[src/inc/tdm_map.svh]
`ifndef TDM_MAP_SVH
`define TDM_MAP_SVH

// register offsets
`define TDM_OFS_TOUCH_CFG      7'h05
`define TDM_OFS_TEMP_UPPER     7'h06
`define TDM_OFS_TEMP_LOWER     7'h07
`define TDM_OFS_AUX_ONE_UPPER  7'h08
`define TDM_OFS_AUX_ONE_LOWER  7'h09
`define TDM_OFS_AUX_TWO_UPPER  7'h0A
`define TDM_OFS_AUX_TWO_LOWER  7'h0B

// touch config fields
`define TDM_CFG_PEN_DIS_BIT    6
`define TDM_CFG_PRE_MSB        5
`define TDM_CFG_PRE_LSB        3
`define TDM_CFG_SENSE_MSB      2
`define TDM_CFG_SENSE_LSB      0
`define TDM_CFG_RW_MASK        16'h007F

// limit register fields
`define TDM_LIM_EN_BIT         12
`define TDM_LIM_MSB            11
`define TDM_LIM_RW_MASK        16'h1FFF

// reset values
`define TDM_RST_TOUCH_CFG      16'h0000
`define TDM_RST_UPPER_LIMIT    12'hFFF
`define TDM_RST_LOWER_LIMIT    12'h000

// converter mode code that selects the second temperature channel (non-auto-scan)
`define TDM_SCAN_MODE_TEMP_CHANNEL_SECOND    4'hB

// clock rate and interval times in ns
`define TDM_CLK_MHZ            25
`define TDM_PRE_NS_0           20000
`define TDM_PRE_NS_1           84000
`define TDM_PRE_NS_2           276000
`define TDM_PRE_NS_3           340000
`define TDM_PRE_NS_4           1044000
`define TDM_PRE_NS_5           1108000
`define TDM_PRE_NS_6           1300000
`define TDM_PRE_NS_7           1364000
`define TDM_SENSE_NS_0         32000
`define TDM_SENSE_NS_1         96000
`define TDM_SENSE_NS_2         544000
`define TDM_SENSE_NS_3         608000
`define TDM_SENSE_NS_4         2080000
`define TDM_SENSE_NS_5         2144000
`define TDM_SENSE_NS_6         2592000
`define TDM_SENSE_NS_7         2656000

// least time rounded up to whole cycles
`define TDM_NS_TO_CYC(ns)      (((ns) * `TDM_CLK_MHZ + 999) / 1000)

`endif

[src/inc/tdm_pkg.sv]
package tdm_pkg;

  // converter channels
  typedef enum logic [1:0] {
    TDM_CH_TEMP_CHANNEL_FIRST,
    TDM_CH_TEMP_CHANNEL_SECOND,
    TDM_CH_AUX_INPUT_ONE,
    TDM_CH_AUX_INPUT_TWO
  } tdm_chan_t;

  // one converted result
  typedef struct packed {
    logic        valid;
    tdm_chan_t   chan;
    logic [11:0] code;
  } tdm_conv_t;

  // register access from the serial port decoder
  typedef struct packed {
    logic        wr;
    logic        rd;
    logic [6:0]  addr;
    logic [15:0] wdata;
  } tdm_reg_req_t;

endpackage

[src/design/tdm_limit_check.sv]
`timescale 1ns/1ps
module tdm_limit_check #(
  parameter bit UPPER  = 1'b1,
  parameter int CODE_W = 12
) (
  // clock and reset
  input  wire logic              sys_clk,
  input  wire logic              resetn,
  // measurement and limit
  input  wire logic              sample,
  input  wire logic [CODE_W-1:0] code,
  input  wire logic [CODE_W-1:0] limit,
  input  wire logic              en,
  // results
  output logic                   flag_reg,
  output logic                   hit_reg
);

  logic flag_next;

  // crossing compare, inclusive of the limit
  // at-or-beyond compare
  always_comb begin
    flag_next = UPPER ? (code >= limit) : (code <= limit);
  end

  // flag follows every new sample of its channel
  always_ff @(posedge sys_clk or negedge resetn) begin
    if (!resetn) begin
      flag_reg <= 1'b0;
    end else if (sample) begin
      flag_reg <= flag_next;
    end
  end

  // hit only from an enabled check
  // enable gates hit
  always_ff @(posedge sys_clk or negedge resetn) begin
    if (!resetn) begin
      hit_reg <= 1'b0;
    end else begin
      hit_reg <= sample & en & flag_next;
    end
  end

  hit_needs_en_a: assert property (@(posedge sys_clk) disable iff (!resetn)
    hit_reg |-> $past(en) && $past(sample))
    else $error("limit hit without enabled sample");

  flag_tracks_code_a: assert property (@(posedge sys_clk) disable iff (!resetn)
    sample |=> flag_reg == (UPPER ? ($past(code) >= $past(limit)) : ($past(code) <= $past(limit))))
    else $error("limit flag does not match compare");

endmodule

[src/design/tdm_top.sv]
`timescale 1ns/1ps
`include "tdm_map.svh"

module tdm_top #(
  parameter int CNT_W       = 17,
  parameter int PRE_CYC_2   = `TDM_NS_TO_CYC(`TDM_PRE_NS_2),
  parameter int PRE_CYC_3   = `TDM_NS_TO_CYC(`TDM_PRE_NS_3),
  parameter int PRE_CYC_4   = `TDM_NS_TO_CYC(`TDM_PRE_NS_4),
  parameter int PRE_CYC_5   = `TDM_NS_TO_CYC(`TDM_PRE_NS_5),
  parameter int PRE_CYC_6   = `TDM_NS_TO_CYC(`TDM_PRE_NS_6),
  parameter int PRE_CYC_7   = `TDM_NS_TO_CYC(`TDM_PRE_NS_7),
  parameter int SENSE_CYC_2 = `TDM_NS_TO_CYC(`TDM_SENSE_NS_2),
  parameter int SENSE_CYC_3 = `TDM_NS_TO_CYC(`TDM_SENSE_NS_3),
  parameter int SENSE_CYC_4 = `TDM_NS_TO_CYC(`TDM_SENSE_NS_4),
  parameter int SENSE_CYC_5 = `TDM_NS_TO_CYC(`TDM_SENSE_NS_5),
  parameter int SENSE_CYC_6 = `TDM_NS_TO_CYC(`TDM_SENSE_NS_6),
  parameter int SENSE_CYC_7 = `TDM_NS_TO_CYC(`TDM_SENSE_NS_7)
) (
  // clock and reset
  input  wire logic                 sys_clk,
  input  wire logic                 resetn,
  // register access
  input  wire tdm_pkg::tdm_reg_req_t reg_req,
  output logic [15:0]               reg_rdata_reg,
  output logic                      reg_rvalid_reg,
  // converter results and scan context
  input  wire tdm_pkg::tdm_conv_t   conv,
  input  wire logic                 auto_scan,
  input  wire logic                 temp_source_select,
  input  wire logic [3:0]           converter_scan_mode,
  // panel
  input  wire logic                 pen_sense_pin,
  output logic                      precharge_drv_reg,
  output logic                      sense_en_reg,
  output logic                      pen_touched_reg,
  // limit results
  output logic [5:0]                limit_flags,
  output logic                      limit_irq_reg
);
  import tdm_pkg::*;

  localparam int NCHK        = 6;
  localparam int PRE_CYC_0   = `TDM_NS_TO_CYC(`TDM_PRE_NS_0);
  localparam int PRE_CYC_1   = `TDM_NS_TO_CYC(`TDM_PRE_NS_1);
  localparam int SENSE_CYC_0 = `TDM_NS_TO_CYC(`TDM_SENSE_NS_0);
  localparam int SENSE_CYC_1 = `TDM_NS_TO_CYC(`TDM_SENSE_NS_1);

  typedef enum logic [1:0] {
    TDM_ST_IDLE,
    TDM_ST_PRECHARGE,
    TDM_ST_SENSE
  } tdm_state_t;

  // register state
  logic [15:0]     touch_cfg_reg;
  logic [11:0]     limit_reg [NCHK];
  logic [NCHK-1:0] check_en_reg;
  // sequencer state
  tdm_state_t      state_reg;
  tdm_state_t      state_next;
  logic [CNT_W-1:0] cnt_reg;
  logic [CNT_W-1:0] cnt_next;
  logic            pen_meta_reg;
  logic            pen_sync_reg;
  // compare results
  logic [NCHK-1:0] sample;
  logic [NCHK-1:0] hit;
  tdm_chan_t       temp_chan;

  // config fields
  logic       pen_detect_disable;
  logic [2:0] precharge_interval_sel;
  logic [2:0] sense_interval_sel;

  assign pen_detect_disable     = touch_cfg_reg[`TDM_CFG_PEN_DIS_BIT];
  assign precharge_interval_sel = touch_cfg_reg[`TDM_CFG_PRE_MSB:`TDM_CFG_PRE_LSB];
  assign sense_interval_sel     = touch_cfg_reg[`TDM_CFG_SENSE_MSB:`TDM_CFG_SENSE_LSB];

  // limit register index, or -1 when not a limit register
  function automatic int lim_index(input logic [6:0] addr);
    if (addr >= `TDM_OFS_TEMP_UPPER && addr <= `TDM_OFS_AUX_TWO_LOWER) begin
      return int'(addr - `TDM_OFS_TEMP_UPPER);
    end
    return -1;
  endfunction

  // precharge count minus one for a code
  function automatic logic [CNT_W-1:0] pre_load(input logic [2:0] sel);
    int c;
    c = PRE_CYC_0;
    unique case (sel)
      3'h0: c = PRE_CYC_0;
      3'h1: c = PRE_CYC_1;
      3'h2: c = PRE_CYC_2;
      3'h3: c = PRE_CYC_3;
      3'h4: c = PRE_CYC_4;
      3'h5: c = PRE_CYC_5;
      3'h6: c = PRE_CYC_6;
      3'h7: c = PRE_CYC_7;
    endcase
    return CNT_W'(c - 1);
  endfunction

  // sense count minus one for a code
  function automatic logic [CNT_W-1:0] sense_load(input logic [2:0] sel);
    int c;
    c = SENSE_CYC_0;
    unique case (sel)
      3'h0: c = SENSE_CYC_0;
      3'h1: c = SENSE_CYC_1;
      3'h2: c = SENSE_CYC_2;
      3'h3: c = SENSE_CYC_3;
      3'h4: c = SENSE_CYC_4;
      3'h5: c = SENSE_CYC_5;
      3'h6: c = SENSE_CYC_6;
      3'h7: c = SENSE_CYC_7;
    endcase
    return CNT_W'(c - 1);
  endfunction

  // touch config write, reserved bits dropped
  // reserved bits masked
  always_ff @(posedge sys_clk or negedge resetn) begin
    if (!resetn) begin
      touch_cfg_reg <= `TDM_RST_TOUCH_CFG;
    end else if (reg_req.wr && reg_req.addr == `TDM_OFS_TOUCH_CFG) begin
      touch_cfg_reg <= reg_req.wdata & `TDM_CFG_RW_MASK;
    end
  end

  // limit and enable registers, even index upper, odd lower
  // enables reset off
  genvar gi;
  generate
    for (gi = 0; gi < NCHK; gi++) begin : g_lim
      always_ff @(posedge sys_clk or negedge resetn) begin
        if (!resetn) begin
          limit_reg[gi]    <= (gi % 2 == 0) ? `TDM_RST_UPPER_LIMIT : `TDM_RST_LOWER_LIMIT;
          check_en_reg[gi] <= 1'b0;
        end else if (reg_req.wr && lim_index(reg_req.addr) == gi) begin
          limit_reg[gi]    <= reg_req.wdata[`TDM_LIM_MSB:0];
          check_en_reg[gi] <= reg_req.wdata[`TDM_LIM_EN_BIT];
        end
      end
    end
  endgenerate

  // read data, unmapped and reserved bits as zero
  // reserved reads zero
  always_ff @(posedge sys_clk or negedge resetn) begin
    if (!resetn) begin
      reg_rdata_reg  <= 16'h0000;
      reg_rvalid_reg <= 1'b0;
    end else begin
      reg_rvalid_reg <= reg_req.rd;
      if (reg_req.rd) begin
        if (reg_req.addr == `TDM_OFS_TOUCH_CFG) begin
          reg_rdata_reg <= touch_cfg_reg;
        end else if (lim_index(reg_req.addr) >= 0) begin
          reg_rdata_reg <= {3'h0, check_en_reg[lim_index(reg_req.addr)], limit_reg[lim_index(reg_req.addr)]};
        end else begin
          reg_rdata_reg <= 16'h0000;
        end
      end
    end
  end

  // pen pin synchroniser
  always_ff @(posedge sys_clk or negedge resetn) begin
    if (!resetn) begin
      pen_meta_reg <= 1'b0;
      pen_sync_reg <= 1'b0;
    end else begin
      pen_meta_reg <= pen_sense_pin;
      pen_sync_reg <= pen_meta_reg;
    end
  end

  // touch detect sequencer next state
  // disable forces idle
  always_comb begin
    state_next = state_reg;
    cnt_next   = cnt_reg;
    if (pen_detect_disable) begin
      state_next = TDM_ST_IDLE;
      cnt_next   = '0;
    end else begin
      unique case (state_reg)
        TDM_ST_IDLE: begin
          state_next = TDM_ST_PRECHARGE;
          cnt_next   = pre_load(precharge_interval_sel);
        end
        TDM_ST_PRECHARGE: begin
          if (cnt_reg == '0) begin
            state_next = TDM_ST_SENSE;
            cnt_next   = sense_load(sense_interval_sel);
          end else begin
            cnt_next = cnt_reg - 1'b1;
          end
        end
        TDM_ST_SENSE: begin
          if (cnt_reg == '0) begin
            state_next = TDM_ST_PRECHARGE;
            cnt_next   = pre_load(precharge_interval_sel);
          end else begin
            cnt_next = cnt_reg - 1'b1;
          end
        end
      endcase
    end
  end

  // sequencer state and counter
  always_ff @(posedge sys_clk or negedge resetn) begin
    if (!resetn) begin
      state_reg <= TDM_ST_IDLE;
      cnt_reg   <= '0;
    end else begin
      state_reg <= state_next;
      cnt_reg   <= cnt_next;
    end
  end

  // panel drive outputs and touch result
  always_ff @(posedge sys_clk or negedge resetn) begin
    if (!resetn) begin
      precharge_drv_reg <= 1'b0;
      sense_en_reg      <= 1'b0;
      pen_touched_reg   <= 1'b0;
    end else begin
      precharge_drv_reg <= (state_next == TDM_ST_PRECHARGE);
      sense_en_reg      <= (state_next == TDM_ST_SENSE);
      if (pen_detect_disable) begin
        pen_touched_reg <= 1'b0;
      end else if (state_reg == TDM_ST_SENSE && cnt_reg == '0) begin
        pen_touched_reg <= pen_sync_reg;
      end
    end
  end

  // temperature channel in use
  // channel choice
  always_comb begin
    if (auto_scan) begin
      temp_chan = temp_source_select ? TDM_CH_TEMP_CHANNEL_SECOND : TDM_CH_TEMP_CHANNEL_FIRST;
    end else begin
      temp_chan = (converter_scan_mode == `TDM_SCAN_MODE_TEMP_CHANNEL_SECOND) ? TDM_CH_TEMP_CHANNEL_SECOND : TDM_CH_TEMP_CHANNEL_FIRST;
    end
  end

  // per-check sampling and compare
  // both scan kinds
  generate
    for (gi = 0; gi < NCHK; gi++) begin : g_chk
      tdm_chan_t want;
      assign want       = (gi < 2) ? temp_chan : ((gi < 4) ? TDM_CH_AUX_INPUT_ONE : TDM_CH_AUX_INPUT_TWO);
      assign sample[gi] = conv.valid && (conv.chan == want);
      tdm_limit_check #(
        .UPPER  (gi % 2 == 0),
        .CODE_W (12)
      ) u_chk (
        .sys_clk  (sys_clk),
        .resetn   (resetn),
        .sample   (sample[gi]),
        .code     (conv.code),
        .limit    (limit_reg[gi]),
        .en       (check_en_reg[gi]),
        .flag_reg (limit_flags[gi]),
        .hit_reg  (hit[gi])
      );
    end
  endgenerate

  // combined limit interrupt
  // only enabled hits
  always_ff @(posedge sys_clk or negedge resetn) begin
    if (!resetn) begin
      limit_irq_reg <= 1'b0;
    end else begin
      limit_irq_reg <= |hit;
    end
  end
  pen_disable_idle_a: assert property (@(posedge sys_clk) disable iff (!resetn)
    pen_detect_disable |=> !precharge_drv_reg && !sense_en_reg && !pen_touched_reg)
    else $error("pen detect active while disabled");
  sense_after_pre_a: assert property (@(posedge sys_clk) disable iff (!resetn)
    $rose(sense_en_reg) |-> $past(precharge_drv_reg))
    else $error("sense began without precharge");
  pre_len_a: assert property (@(posedge sys_clk) disable iff (!resetn)
    (state_reg == TDM_ST_PRECHARGE && $past(state_reg) != TDM_ST_PRECHARGE)
      |-> cnt_reg == pre_load($past(precharge_interval_sel)))
    else $error("precharge count wrong");
  sense_len_a: assert property (@(posedge sys_clk) disable iff (!resetn)
    (state_reg == TDM_ST_SENSE && $past(state_reg) != TDM_ST_SENSE)
      |-> cnt_reg == sense_load($past(sense_interval_sel)))
    else $error("sense count wrong");
  temp_upper_irq_a: assert property (@(posedge sys_clk) disable iff (!resetn)
    (sample[0] && check_en_reg[0] && conv.code >= limit_reg[0]) |-> ##2 limit_irq_reg)
    else $error("temperature upper crossing missed");
  temp_lower_irq_a: assert property (@(posedge sys_clk) disable iff (!resetn)
    (sample[1] && check_en_reg[1] && conv.code <= limit_reg[1]) |-> ##2 limit_irq_reg)
    else $error("temperature lower crossing missed");
  irq_needs_en_a: assert property (@(posedge sys_clk) disable iff (!resetn)
    limit_irq_reg |-> |($past(sample, 2) & $past(check_en_reg, 2)))
    else $error("interrupt from disabled check");
  temp_chan_sel_a: assert property (@(posedge sys_clk) disable iff (!resetn)
    (conv.valid && auto_scan && conv.chan == TDM_CH_TEMP_CHANNEL_SECOND) |-> sample[0] == temp_source_select)
    else $error("wrong temperature channel checked");
  reserved_zero_a: assert property (@(posedge sys_clk) disable iff (!resetn)
    reg_rvalid_reg |-> reg_rdata_reg[15:13] == 3'h0 && ($past(reg_req.addr) != `TDM_OFS_TOUCH_CFG
      || reg_rdata_reg[15:7] == 9'h000))
    else $error("reserved read bits not zero");
endmodule

[config.mk]
export PLATFORM = sky130hd
export DESIGN_NAME = tdm_top
export DESIGN_NICKNAME = d
export VERILOG_FILES = /design/src/inc/tdm_pkg.sv /design/src/design/tdm_limit_check.sv /design/src/design/tdm_top.sv
export VERILOG_INCLUDE_DIRS = /design/src /design/src/inc
export SDC_FILE = /design/constraint.sdc
export NUM_CORES = 1
export LEC_CHECK = 0
export ABC_CLOCK_PERIOD_IN_PS = 2900
export BUFFER_PORTS_ARGS = -buffer_cell sky130_fd_sc_hd__buf_2
export CAP_MARGIN = 10
export CORE_MARGIN = 4
export CORE_UTILIZATION = 61
export DETAILED_ROUTE_END_ITERATION = 12
export PLACE_DENSITY = 0.79
export SETUP_SLACK_MARGIN = 0.3
export SYNTH_ARGS = -nofsm -noshare
export SYNTH_HDL_FRONTEND = slang
export SYNTH_HIERARCHICAL = 1
export SYNTH_SLANG_ARGS = --single-unit
[constraint.sdc]
create_clock -name sys_clk -period 2.9 [get_ports sys_clk]
set_input_delay 0.87 -clock sys_clk [delete_from_list [all_inputs] [get_ports sys_clk]]
set_output_delay 0.87 -clock sys_clk [all_outputs]
set_load 0.02 [all_outputs]
== Word level (Yosys, flattened, before mapping) ==
Memory sizes are Yosys's and may differ from the RTL's.
Index checks and enable logic that the tools add are counted.

* Register bits: 139
* ROM bits: 232
* Input port bits: 49
* Output and inout bits: 27
* Word-level logic and storage cells: 142
* Memories: 3

* Add/sub/neg operators: 5
* $lt $le $gt $ge: 11
* Equality and inequality tests: 14
* Mux-type cells: 44
* Bitwise gates (word level): 13
* Reductions and logical operators: 17

{| class="wikitable"
|+ Memories
! name !! depth !! bits a word !! read ports !! clocked after memory_dff !! wr ports !! line !! source
|-
| (no name shown) || 8 || 10 || 1 || 0 || 0 || tdm_top.sv:91 || <nowiki>unique case (sel)</nowiki>
|-
| (no name shown) || 8 || 10 || 1 || 0 || 0 || tdm_top.sv:91 ||
|-
| (no name shown) || 8 || 9 || 1 || 0 || 0 || tdm_top.sv:108 || <nowiki>unique case (sel)</nowiki>
|}

{| class="wikitable"
|+ Operators with widths
! cell !! number
|-
| two-way mux 32 bit || 9
|-
| two-way mux 17 bit || 11
|-
| equality test 32 x 3 -> 1 bit, second input constant || 2
|-
| equality test 32 x 4 -> 1 bit, second input constant || 2
|-
| case mux 17 bit (3 select lines) || 1
|-
| subtractor 17 x 2 -> 17 bit, second input constant || 3
|-
| binary-select mux 12 bit (select 3 bit) || 1
|-
| >= comparator 12 bit || 3
|-
| <= comparator 12 bit || 3
|-
| equality test 32 x 2 -> 1 bit, second input constant || 1
|-
| >= comparator 32 x 1 -> 1 bit, second input constant || 1
|-
| >= comparator 32 x 4 -> 1 bit, second input constant || 1
|-
| zero test 32 bit || 1
|-
| < comparator 32 x 5 -> 1 bit, second input constant || 1
|-
| inverter 32 bit || 1
|-
| two-way mux 13 bit || 2
|-
| two-way mux 12 bit || 2
|-
| zero test 17 bit || 1
|-
| subtractor 17 x 1 -> 17 bit, second input constant || 1
|-
| two-way mux 1 bit || 13
|-
| AND 1 bit || 12
|-
| logical AND 1 bit || 12
|-
| equality test 2 bit, second input constant || 4
|-
| subtractor 7 x 3 -> 8 bit, second input constant || 1
|-
| 12 further kinds || 15
|}

== Longest topological paths before layout ==
Gate-level depths: netlist of run 1.

* Depth after elaboration: 22
* Mapped depth: 9
* Mapped depth without buffers: 7

== By module ==
Netlist of run 1, hierarchy kept.

{| class="wikitable"
|+ Modules (own cells, without submodules)
! module !! instances !! cells each !! area each (sq um) !! seq. area each (sq um)
|-
| tdm_top || 1 || 549 || 6282.3 || 3148.0
|-
| tdm_limit_check (g_chk[0].u_chk ...) || 3 || 46 || 370.4 || 50.0
|-
| tdm_limit_check (g_chk[1].u_chk ...) || 3 || 48 || 362.8 || 50.0
|}

== Worst setup path after synthesis of run 1 ==
Ideal clock, no wire load.

* Path type: in2reg
* Start: in reg_req[21] in the netlist's numbering
* End: reg limit_reg[38] in the netlist's numbering
* Setup time: 0.082 ns
* Arrival: 2.800 ns
* Required time: 2.818 ns
* Path slack: 0.018 ns
* Stages on the path: 7
* Buffers on the path: 3
* Cell sequence: or3_1 clkbuf_1 or4_1 buf_2 nor4_4 buf_6 mux2_2

* Longest elaborated chain between the ends: 6
* Elaborated cells on any way between the ends: 9
* Classes of those cells: add/sub: 1; order compare: 2; eq/ne: 1; mux: 3; reduce/logical: 2

{| class="wikitable"
|+ RTL lines
! item !! line !! source
|-
| from (decl) || tdm_top.sv:23 || <nowiki>input wire tdm_pkg::tdm_reg_req_t reg_req,</nowiki>
|-
| >= comparator 7 x 3 -> 1 bit (no source line) or <= comparator 7 x 4 -> 1 bit (tied branches) || -- ||
|-
| logical AND 1 bit (no source line) || -- ||
|-
| two-way mux 32 bit or two-way mux 1 bit (tied branches) || tdm_top.sv:81 || <nowiki>if (addr >= `TDM_OFS_TEMP_UPPER && addr <= `TDM_OFS_AUX_TWO_LOWER) begin</nowiki>
|-
| two-way mux 32 bit (*) || tdm_top.sv:84 || <nowiki>return -1;</nowiki>
|-
| equality test 32 x 3 -> 1 bit (*) || tdm_top.sv:140 || <nowiki>end else if (reg_req.wr && lim_index(reg_req.addr) == gi) begin</nowiki>
|-
| logical AND 1 bit (*) || tdm_top.sv:140 ||
|-
| to (signal, indexed assignment) || tdm_top.sv:138 || <nowiki>limit_reg[gi] <= (gi % 2 == 0) ? `TDM_RST_UPPER_LIMIT : `TDM_RST_LOWER_LIMIT;</nowiki>
|-
| to (signal, indexed assignment) || tdm_top.sv:141 || <nowiki>limit_reg[gi] <= reg_req.wdata[`TDM_LIM_MSB:0];</nowiki>
|-
| to (decl) || tdm_top.sv:56 || <nowiki>logic [11:0] limit_reg [NCHK];</nowiki>
|}

Mark *: on every way between the ends. The rest lies on a longest branch, timed or not.
A chain may end at the register's enable or synchronous reset.

== Worst setup path after layout of run 1 ==
* Start: in reg_req[21] in the netlist's numbering
* End: reg check_en_reg[2]

* Longest elaborated chain between the ends: 6
* Elaborated cells on any way between the ends: 9
* Classes of those cells: add/sub: 1; order compare: 2; eq/ne: 1; mux: 3; reduce/logical: 2

{| class="wikitable"
|+ RTL lines
! item !! line !! source
|-
| >= comparator 7 x 3 -> 1 bit (no source line) or <= comparator 7 x 4 -> 1 bit (tied branches) || -- ||
|-
| logical AND 1 bit (no source line) || -- ||
|-
| two-way mux 32 bit or two-way mux 1 bit (tied branches) || tdm_top.sv:81 ||
|-
| two-way mux 32 bit (*) || tdm_top.sv:84 ||
|-
| equality test 32 x 3 -> 1 bit (*) || tdm_top.sv:140 ||
|-
| logical AND 1 bit (*) || tdm_top.sv:140 ||
|-
| to (signal, indexed assignment) || tdm_top.sv:142 || <nowiki>check_en_reg[gi] <= reg_req.wdata[`TDM_LIM_EN_BIT];</nowiki>
|-
| to (decl) || tdm_top.sv:57 || <nowiki>logic [NCHK-1:0] check_en_reg;</nowiki>
|}

Marks and branches as above.

==> flow_metrics.env, run 1 <==
export IMPL_synth_seq_cells=136
export IMPL_p_leak_uw=0.004511
export IMPL_largest_reg_flops=72
export IMPL_rr_endpoint="sense_en_reg$_DFF_PN0_"
export IMPL_finalNetCount=1062
export IMPL_post_route_util_pct=74.08
export IMPL_timing_hold_ws_ps=330.0
export IMPL_finalMaxSlewViolations=0
export IMPL_coreArea_um2=13450
export IMPL_period_minus_slack_ps=2454
export IMPL_drt_iter0_markers=756
export IMPL_start_util_pct=63.05
export IMPL_clkTransAtPathRegs_ps=60
export IMPL_worst_pin_slew_ps=794.8
export IMPL_row_count=42
export IMPL_routed_wl_um=23430
export IMPL_arrival_ps=2770
export IMPL_synth_edf_count=0
export IMPL_rr_startpoint="cnt_reg[3]$_DFF_PN0_"
export IMPL_start_kind="primary input"
export IMPL_hpwl_um=17410
export IMPL_wl_per_cell_um=20.93
export IMPL_cts_buffer_depth=2
export IMPL_ys_flop_type="dfrtp_1"
export IMPL_antenna_left=0
export IMPL_drive_above_1_share_pct=30.57
export IMPL_yosysTopAreaCell="dfrtp_1"
export IMPL_rsz0062_at_grt="false"
export IMPL_synth_simple_area_share_pct=11.17
export IMPL_cts_tree="built"
export IMPL_fp_dieH_um=125.9
export IMPL_cts_sinks=136
export IMPL_synthAdderAreaFrac_pct=12.39
export IMPL_synth_commonest_cells="dfrtp_1, mux2_2, inv_1"
export IMPL_critPathCaptureType="flip-flop"
export IMPL_fin_setup_tns_ps=0
export IMPL_finalHoldViolCount=0
export IMPL_ios=76
export IMPL_cts_resized=0
export IMPL_outcome="finished, final reports clean"
export IMPL_cts_root_buffer="clkbuf_16"
export IMPL_dr_pass1_iters=7
export IMPL_drc=0
export IMPL_p_per_area_nw_per_um2=585.3
export IMPL_ys_top_cells_by_area="dfrtp_1, mux2_2, ha_1, dfstp_2, inv_1"
export IMPL_fmax_mhz=407.6
export IMPL_fillers=958
export IMPL_drv_cap=0
export IMPL_syn_avg_cell_area_um2=10.21
export IMPL_setup_viol=0
export IMPL_stdcell_area_um2=9966
export IMPL_post_cts_buffers=0
export IMPL_critPathLaunch="reg_req[21]"
export IMPL_grt_pass1_wl_um=37360
export IMPL_hold_path_class="primary input to async pin"
export IMPL_yosys_area_top_type_share_pct=29.50
export IMPL_synth_compound_area_share_pct=15.02
export IMPL_async_reset_ff_share_pct=100.0
export IMPL_netlist_instances=831
export IMPL_port_buffer_count=69
export IMPL_yosysSeqAreaShare_pct=40.65
export IMPL_grt_use_total_pct=30.01
export IMPL_endpoint="check_en_reg[2]$_DFFE_PN0P_"
export IMPL_min_period_over_period_pct=84.61
export IMPL_yosysMostFrequentCell="dfrtp_1"
export IMPL_dieArea_um2=15860
export IMPL_postCtsHoldBufs=0
export IMPL_insertion_delay_ps=430
export IMPL_critPathMaxFanout=14
export IMPL_muxShareOfSynthArea_pct=13.59
export IMPL_placement_cell_area_um2=9295
export IMPL_fin_skew_ps=5.693
export IMPL_cp_required_ps=3220
export IMPL_synthXorXnorAreaFrac_pct=1.549
export IMPL_grt_pass1_vias=7240
export IMPL_gp_congestion=0.9109
export IMPL_syn2layout_area_growth_pct=17.50
export IMPL_timing_worst_setup_path_type="primary input to flip-flop"
export IMPL_die_width_um=125.9
export IMPL_yosys_cell_types_count=66
export IMPL_numCtsBuffers=17
export IMPL_ctsHtreeMaxLevel=4
export IMPL_slew_limit_headroom_pct=46.34
export IMPL_ys_warn_count=6
export IMPL_synth_top_family_by_area="compound AO/OA/AOI/OAI gates"
export IMPL_max_vdd_ir_drop_mv=0.4253
export IMPL_viasPerCell=6.254
export IMPL_overflow=0
export IMPL_num_vias=6998
export IMPL_syn_area_um2=8482
export IMPL_ff2ff_setup_slack_ps=520
export IMPL_grt_max_degree=57
export IMPL_antenna_found_initial=0
export IMPL_reg2regPathDepth=5
per-stage QoR:
stage | cells | total power, uW | setup WS, ps
final | 1119 | 5833 | 446.4
after floorplan | 833 | 2978 | 96.35
after CTS | 1118 | 5840 | 457.9
after global routing | 1118 | 6109 | 334.9
after global placement | 1086 | 3334 | 40.24
after detailed placement | 1086 | 3384 | 19.69
cells by family (layout without fill, tap and decap cells):
group,Yosys count,after routing
AO/OA/AOI/OAI,187,187
XOR/XNOR,15,15
adder cells (fa/ha/maj),84,84
buffers and inverters,120,229
flip-flops,136,136
multiplexers,103,103
other,1,4
AND/OR/NAND/NOR,185,185
metal layers:
layer	track usage (%)	wire length [um]	vias to the layer above
li1	-	-	3222
met3	6.901	1751	62
met2	49.42	11380	287
met1	38.49	9574	3427
met4	12.11	716	0
met5	0	0	-
cell type report:
| cell class | count | area [um^2] | area share (%) |
|---|---|---|---|
| clock buffer | 19 | 452.9 | 4.545 |
| clock inverter | 13 | 215.2 | 2.159 |
| sequential | 136 | 3448 | 34.60 |
| timing repair buffer | 109 | 714.4 | 7.169 |
| tap | 176 | 220.2 | 2.210 |
| antenna | 1 | 2.502 | 0.02511 |
| inverter | 88 | 330.3 | 3.315 |
| multi-input combinational | 577 | 4582 | 45.98 |
where the power goes:
part	switching (uW)	leakage (uW)	internal, uW	total (uW)
combinational	731	0.00248	471	1200
sequential	138	0.00171	2050	2190
clock	865	0.000325	1580	2450
worst min path at each step:
| stage | startpoint | endpoint | slack, ps | cells past startpoint |
|---|---|---|---|---|
| 2_1_floorplan | pen_meta_reg$_DFF_PN0_ | pen_sync_reg$_DFF_PN0_ | 330 | 0 |
| 6_report | resetn | pen_touched_reg$_DFFE_PN0P_ | 330 | 1 |
| 3_3_place_gp | pen_meta_reg$_DFF_PN0_ | pen_sync_reg$_DFF_PN0_ | 330 | 0 |
| 3_5_place_dp | pen_meta_reg$_DFF_PN0_ | pen_sync_reg$_DFF_PN0_ | 340 | 0 |
| 5_1_grt | resetn | pen_sync_reg$_DFF_PN0_ | 340 | 1 |
| 4_1_cts | resetn | cnt_reg[10]$_DFF_PN0_ | 330 | 1 |
placed cells by master, fill, tap and decap left out, types with 11 or more instances in the layout:
cell type	count
nand3_1	12
o31ai_1	12
a21oi_1	58
nand2_1	44
nand4_1	15
ha_1	84
dfrtp_1	100
a31oi_1	11
clkbuf_16	17
nor3_1	13
nor2_1	45
buf_4	35
buf_2	68
dfstp_2	36
inv_1	87
o21ai_0	29
mux2_2	97
critical path, cell delays in order:
cell and delay [ps]:
buf_2 110, or3_1 440, or4_1 580, nor4_4 230, buf_12 200, mux2_2 340
Power figures use the tool's default switching activity.
==> inputs of run 2 (changes only) <==
ABC_CLOCK_PERIOD_IN_PS = 2500   (was 2900)
clock period = 2.5 ns   (was 2.9 ns; I/O delays follow)
==> flow_metrics.env, run 2 (same netlist as run 1, synthesis figures left out) <==
export IMPL_cp_slowest_cell="or4_4"
export IMPL_timing_worst_setup_path_type="primary input to flip-flop"
export IMPL_dieArea_um2=15860
export IMPL_start_util_pct=63.05
export IMPL_clkTransAtPathRegs_ps=60
export IMPL_gp_congestion=0.9505
export IMPL_crit_cells=7
export IMPL_hpwl_um=17490
export IMPL_rr_endpoint="cnt_reg[15]$_DFF_PN0_"
export IMPL_cts_buffer_depth=2
export IMPL_viasPerCell=6.486
export IMPL_finalMaxSlewViolations=0
export IMPL_max_vdd_ir_drop_mv=0.6259
export IMPL_start_kind="primary input"
export IMPL_drive_above_1_share_pct=34.65
export IMPL_setup_viol=0
export IMPL_timing_hold_ws_ps=312.8
export IMPL_insertion_delay_ps=430
export IMPL_syn2layout_area_growth_pct=23.26
export IMPL_antenna_left=0
export IMPL_critPathTopFamily="simple AND/OR/NAND/NOR gates"
export IMPL_postCtsHoldBufs=0
export IMPL_period_minus_slack_ps=2276
export IMPL_finalNetCount=1081
export IMPL_critPathMaxFanout=7
export IMPL_ios=76
export IMPL_slew_limit_headroom_pct=60.88
export IMPL_ff_latch_area_um2=3451
export IMPL_multi_input_area_um2=4846
export IMPL_overflow=0
export IMPL_coreArea_um2=13450
export IMPL_row_count=42
export IMPL_num_vias=7375
export IMPL_ff2ff_setup_slack_ps=330
export IMPL_hold_path_class="primary input to async pin"
export IMPL_fillers=858
export IMPL_dr_pass1_iters=6
export IMPL_path_cells="buf_6 > or3_4 > or4_4 > nor4_4 > buf_4 > buf_12 > mux2_4"
export IMPL_fin_cells=1137
export IMPL_grt_use_total_pct=31.87
export IMPL_grt_max_degree=56
export IMPL_power_uw=6894
export IMPL_critPathCaptureType="flip-flop"
export IMPL_cp_required_ps=2800
export IMPL_largest_reg_flops=72
export IMPL_cts_root_buffer="clkbuf_16"
export IMPL_routed_wl_um=25580
export IMPL_layout_commonest_cell="dfrtp_1"
export IMPL_numCtsBuffers=17
export IMPL_final_cell_mix="dfrtp_1, inv_1, ha_1"
export IMPL_drt_iter0_markers=943
export IMPL_n_antenna_cell=0
export IMPL_fin_setup_tns_ps=0
export IMPL_fp_dieH_um=125.9
export IMPL_drv_cap=0
export IMPL_worst_pin_slew_ps=581.8
export IMPL_outcome="finished, final reports clean"
export IMPL_die_width_um=125.9
export IMPL_worst_path_buf_inv=3
export IMPL_p_leak_uw=0.004691
export IMPL_ctsHtreeMaxLevel=4
export IMPL_min_period_over_period_pct=91.04
export IMPL_wl_per_cell_um=22.49
export IMPL_grt_pass1_vias=7488
export IMPL_fmax_mhz=439.4
export IMPL_finalHoldViolCount=0
export IMPL_reg2regPathDepth=5
export IMPL_fin_skew_ps=8.910
export IMPL_arrival_ps=2580
export IMPL_critPathLaunch="reg_req[22]"
export IMPL_p_per_area_nw_per_um2=659.4
export IMPL_place_inst=1099
export IMPL_grt_pass1_wl_um=39830
export IMPL_cts_sinks=136
export IMPL_endpoint="check_en_reg[2]$_DFFE_PN0P_"
export IMPL_drc=0
export IMPL_rr_startpoint="cnt_reg[9]$_DFF_PN0_"
export IMPL_port_buffer_count=69
export IMPL_rsz0062_at_grt="true"
export IMPL_slowest_delay_ps=460
export IMPL_antenna_found_initial=0
export IMPL_cts_tree="built"
export IMPL_post_route_util_pct=77.72
==> run 2: changes by cell type in the layout (fill, tap and decap cells not counted), moves of 3 or more <==
cell and delta:
buf_4 +13, buf_6 +4, mux2_2 -18, mux2_4 +18, nand3_1 -3, or4_1 -3
or4_4 +3
==> run 2: final cells by class <==
cell class / instances / share of cell area [%]
clock buffers: 21 / 4.500
flip-flops and latches: 136 / 33.01
repair buffers: 128 / 9.035
well taps: 176 / 2.106
inverters: 88 / 3.159
clock inverters: 11 / 1.843
multi-input cells: 577 / 46.35
==> run 2: timing repair <==
item | 4_1_cts | 5_1_grt
setup endpoints to repair | 49 | 54
pin swaps | 0 | 6
gates cloned | 1 | 2
setup buffers | 1 | 2
gates resized for setup | 12 | 26
==> run 2: worst reg2reg max path: stages, from the launching register on <==
cell and delay (ps):
dfrtp_2 440, or4_4 540, or3_4 360, or4_4 480, nand4_1 100, and4_1 180
==> run 2: worst min-delay path by stage <==
stage / startpoint / end / slack [ps] / depth (start not counted)
2_1_floorplan: pen_meta_reg$_DFF_PN0_ / pen_sync_reg$_DFF_PN0_ / 330 / 0
3_3_place_gp: pen_meta_reg$_DFF_PN0_ / pen_sync_reg$_DFF_PN0_ / 330 / 0
3_5_place_dp: pen_meta_reg$_DFF_PN0_ / pen_sync_reg$_DFF_PN0_ / 350 / 0
4_1_cts: resetn / cnt_reg[15]$_DFF_PN0_ / 320 / 1
5_1_grt: resetn / cnt_reg[15]$_DFF_PN0_ / 340 / 1
6_report: resetn / cnt_reg[15]$_DFF_PN0_ / 310 / 1
==> run 2: routing by layer <==
metal / wire, um / GRT usage [%]
met1: 10380 / 42.62
met2: 12210 / 51.67
met3: 2063 / 4.869
met4: 925 / 14.07
met5: 0 / 0
==> run 2: where the power goes <==
part / switching [uW] / internal [uW] / leakage (uW) / total [uW]
Clock: 980 / 1850 / 0.000320 / 2830
Sequential: 170 / 2380 / 0.00171 / 2550
Combinational: 900 / 614 / 0.00267 / 1510
==> run 2: through the flow <==
step	cell area (um^2)	setup WS, ps
after floorplan	8643	-183.6
after global placement	9513	-292.4
after detailed placement	9513	-305.8
after CTS	10260	260.4
after global routing	10460	228.8
final	10460	224.0
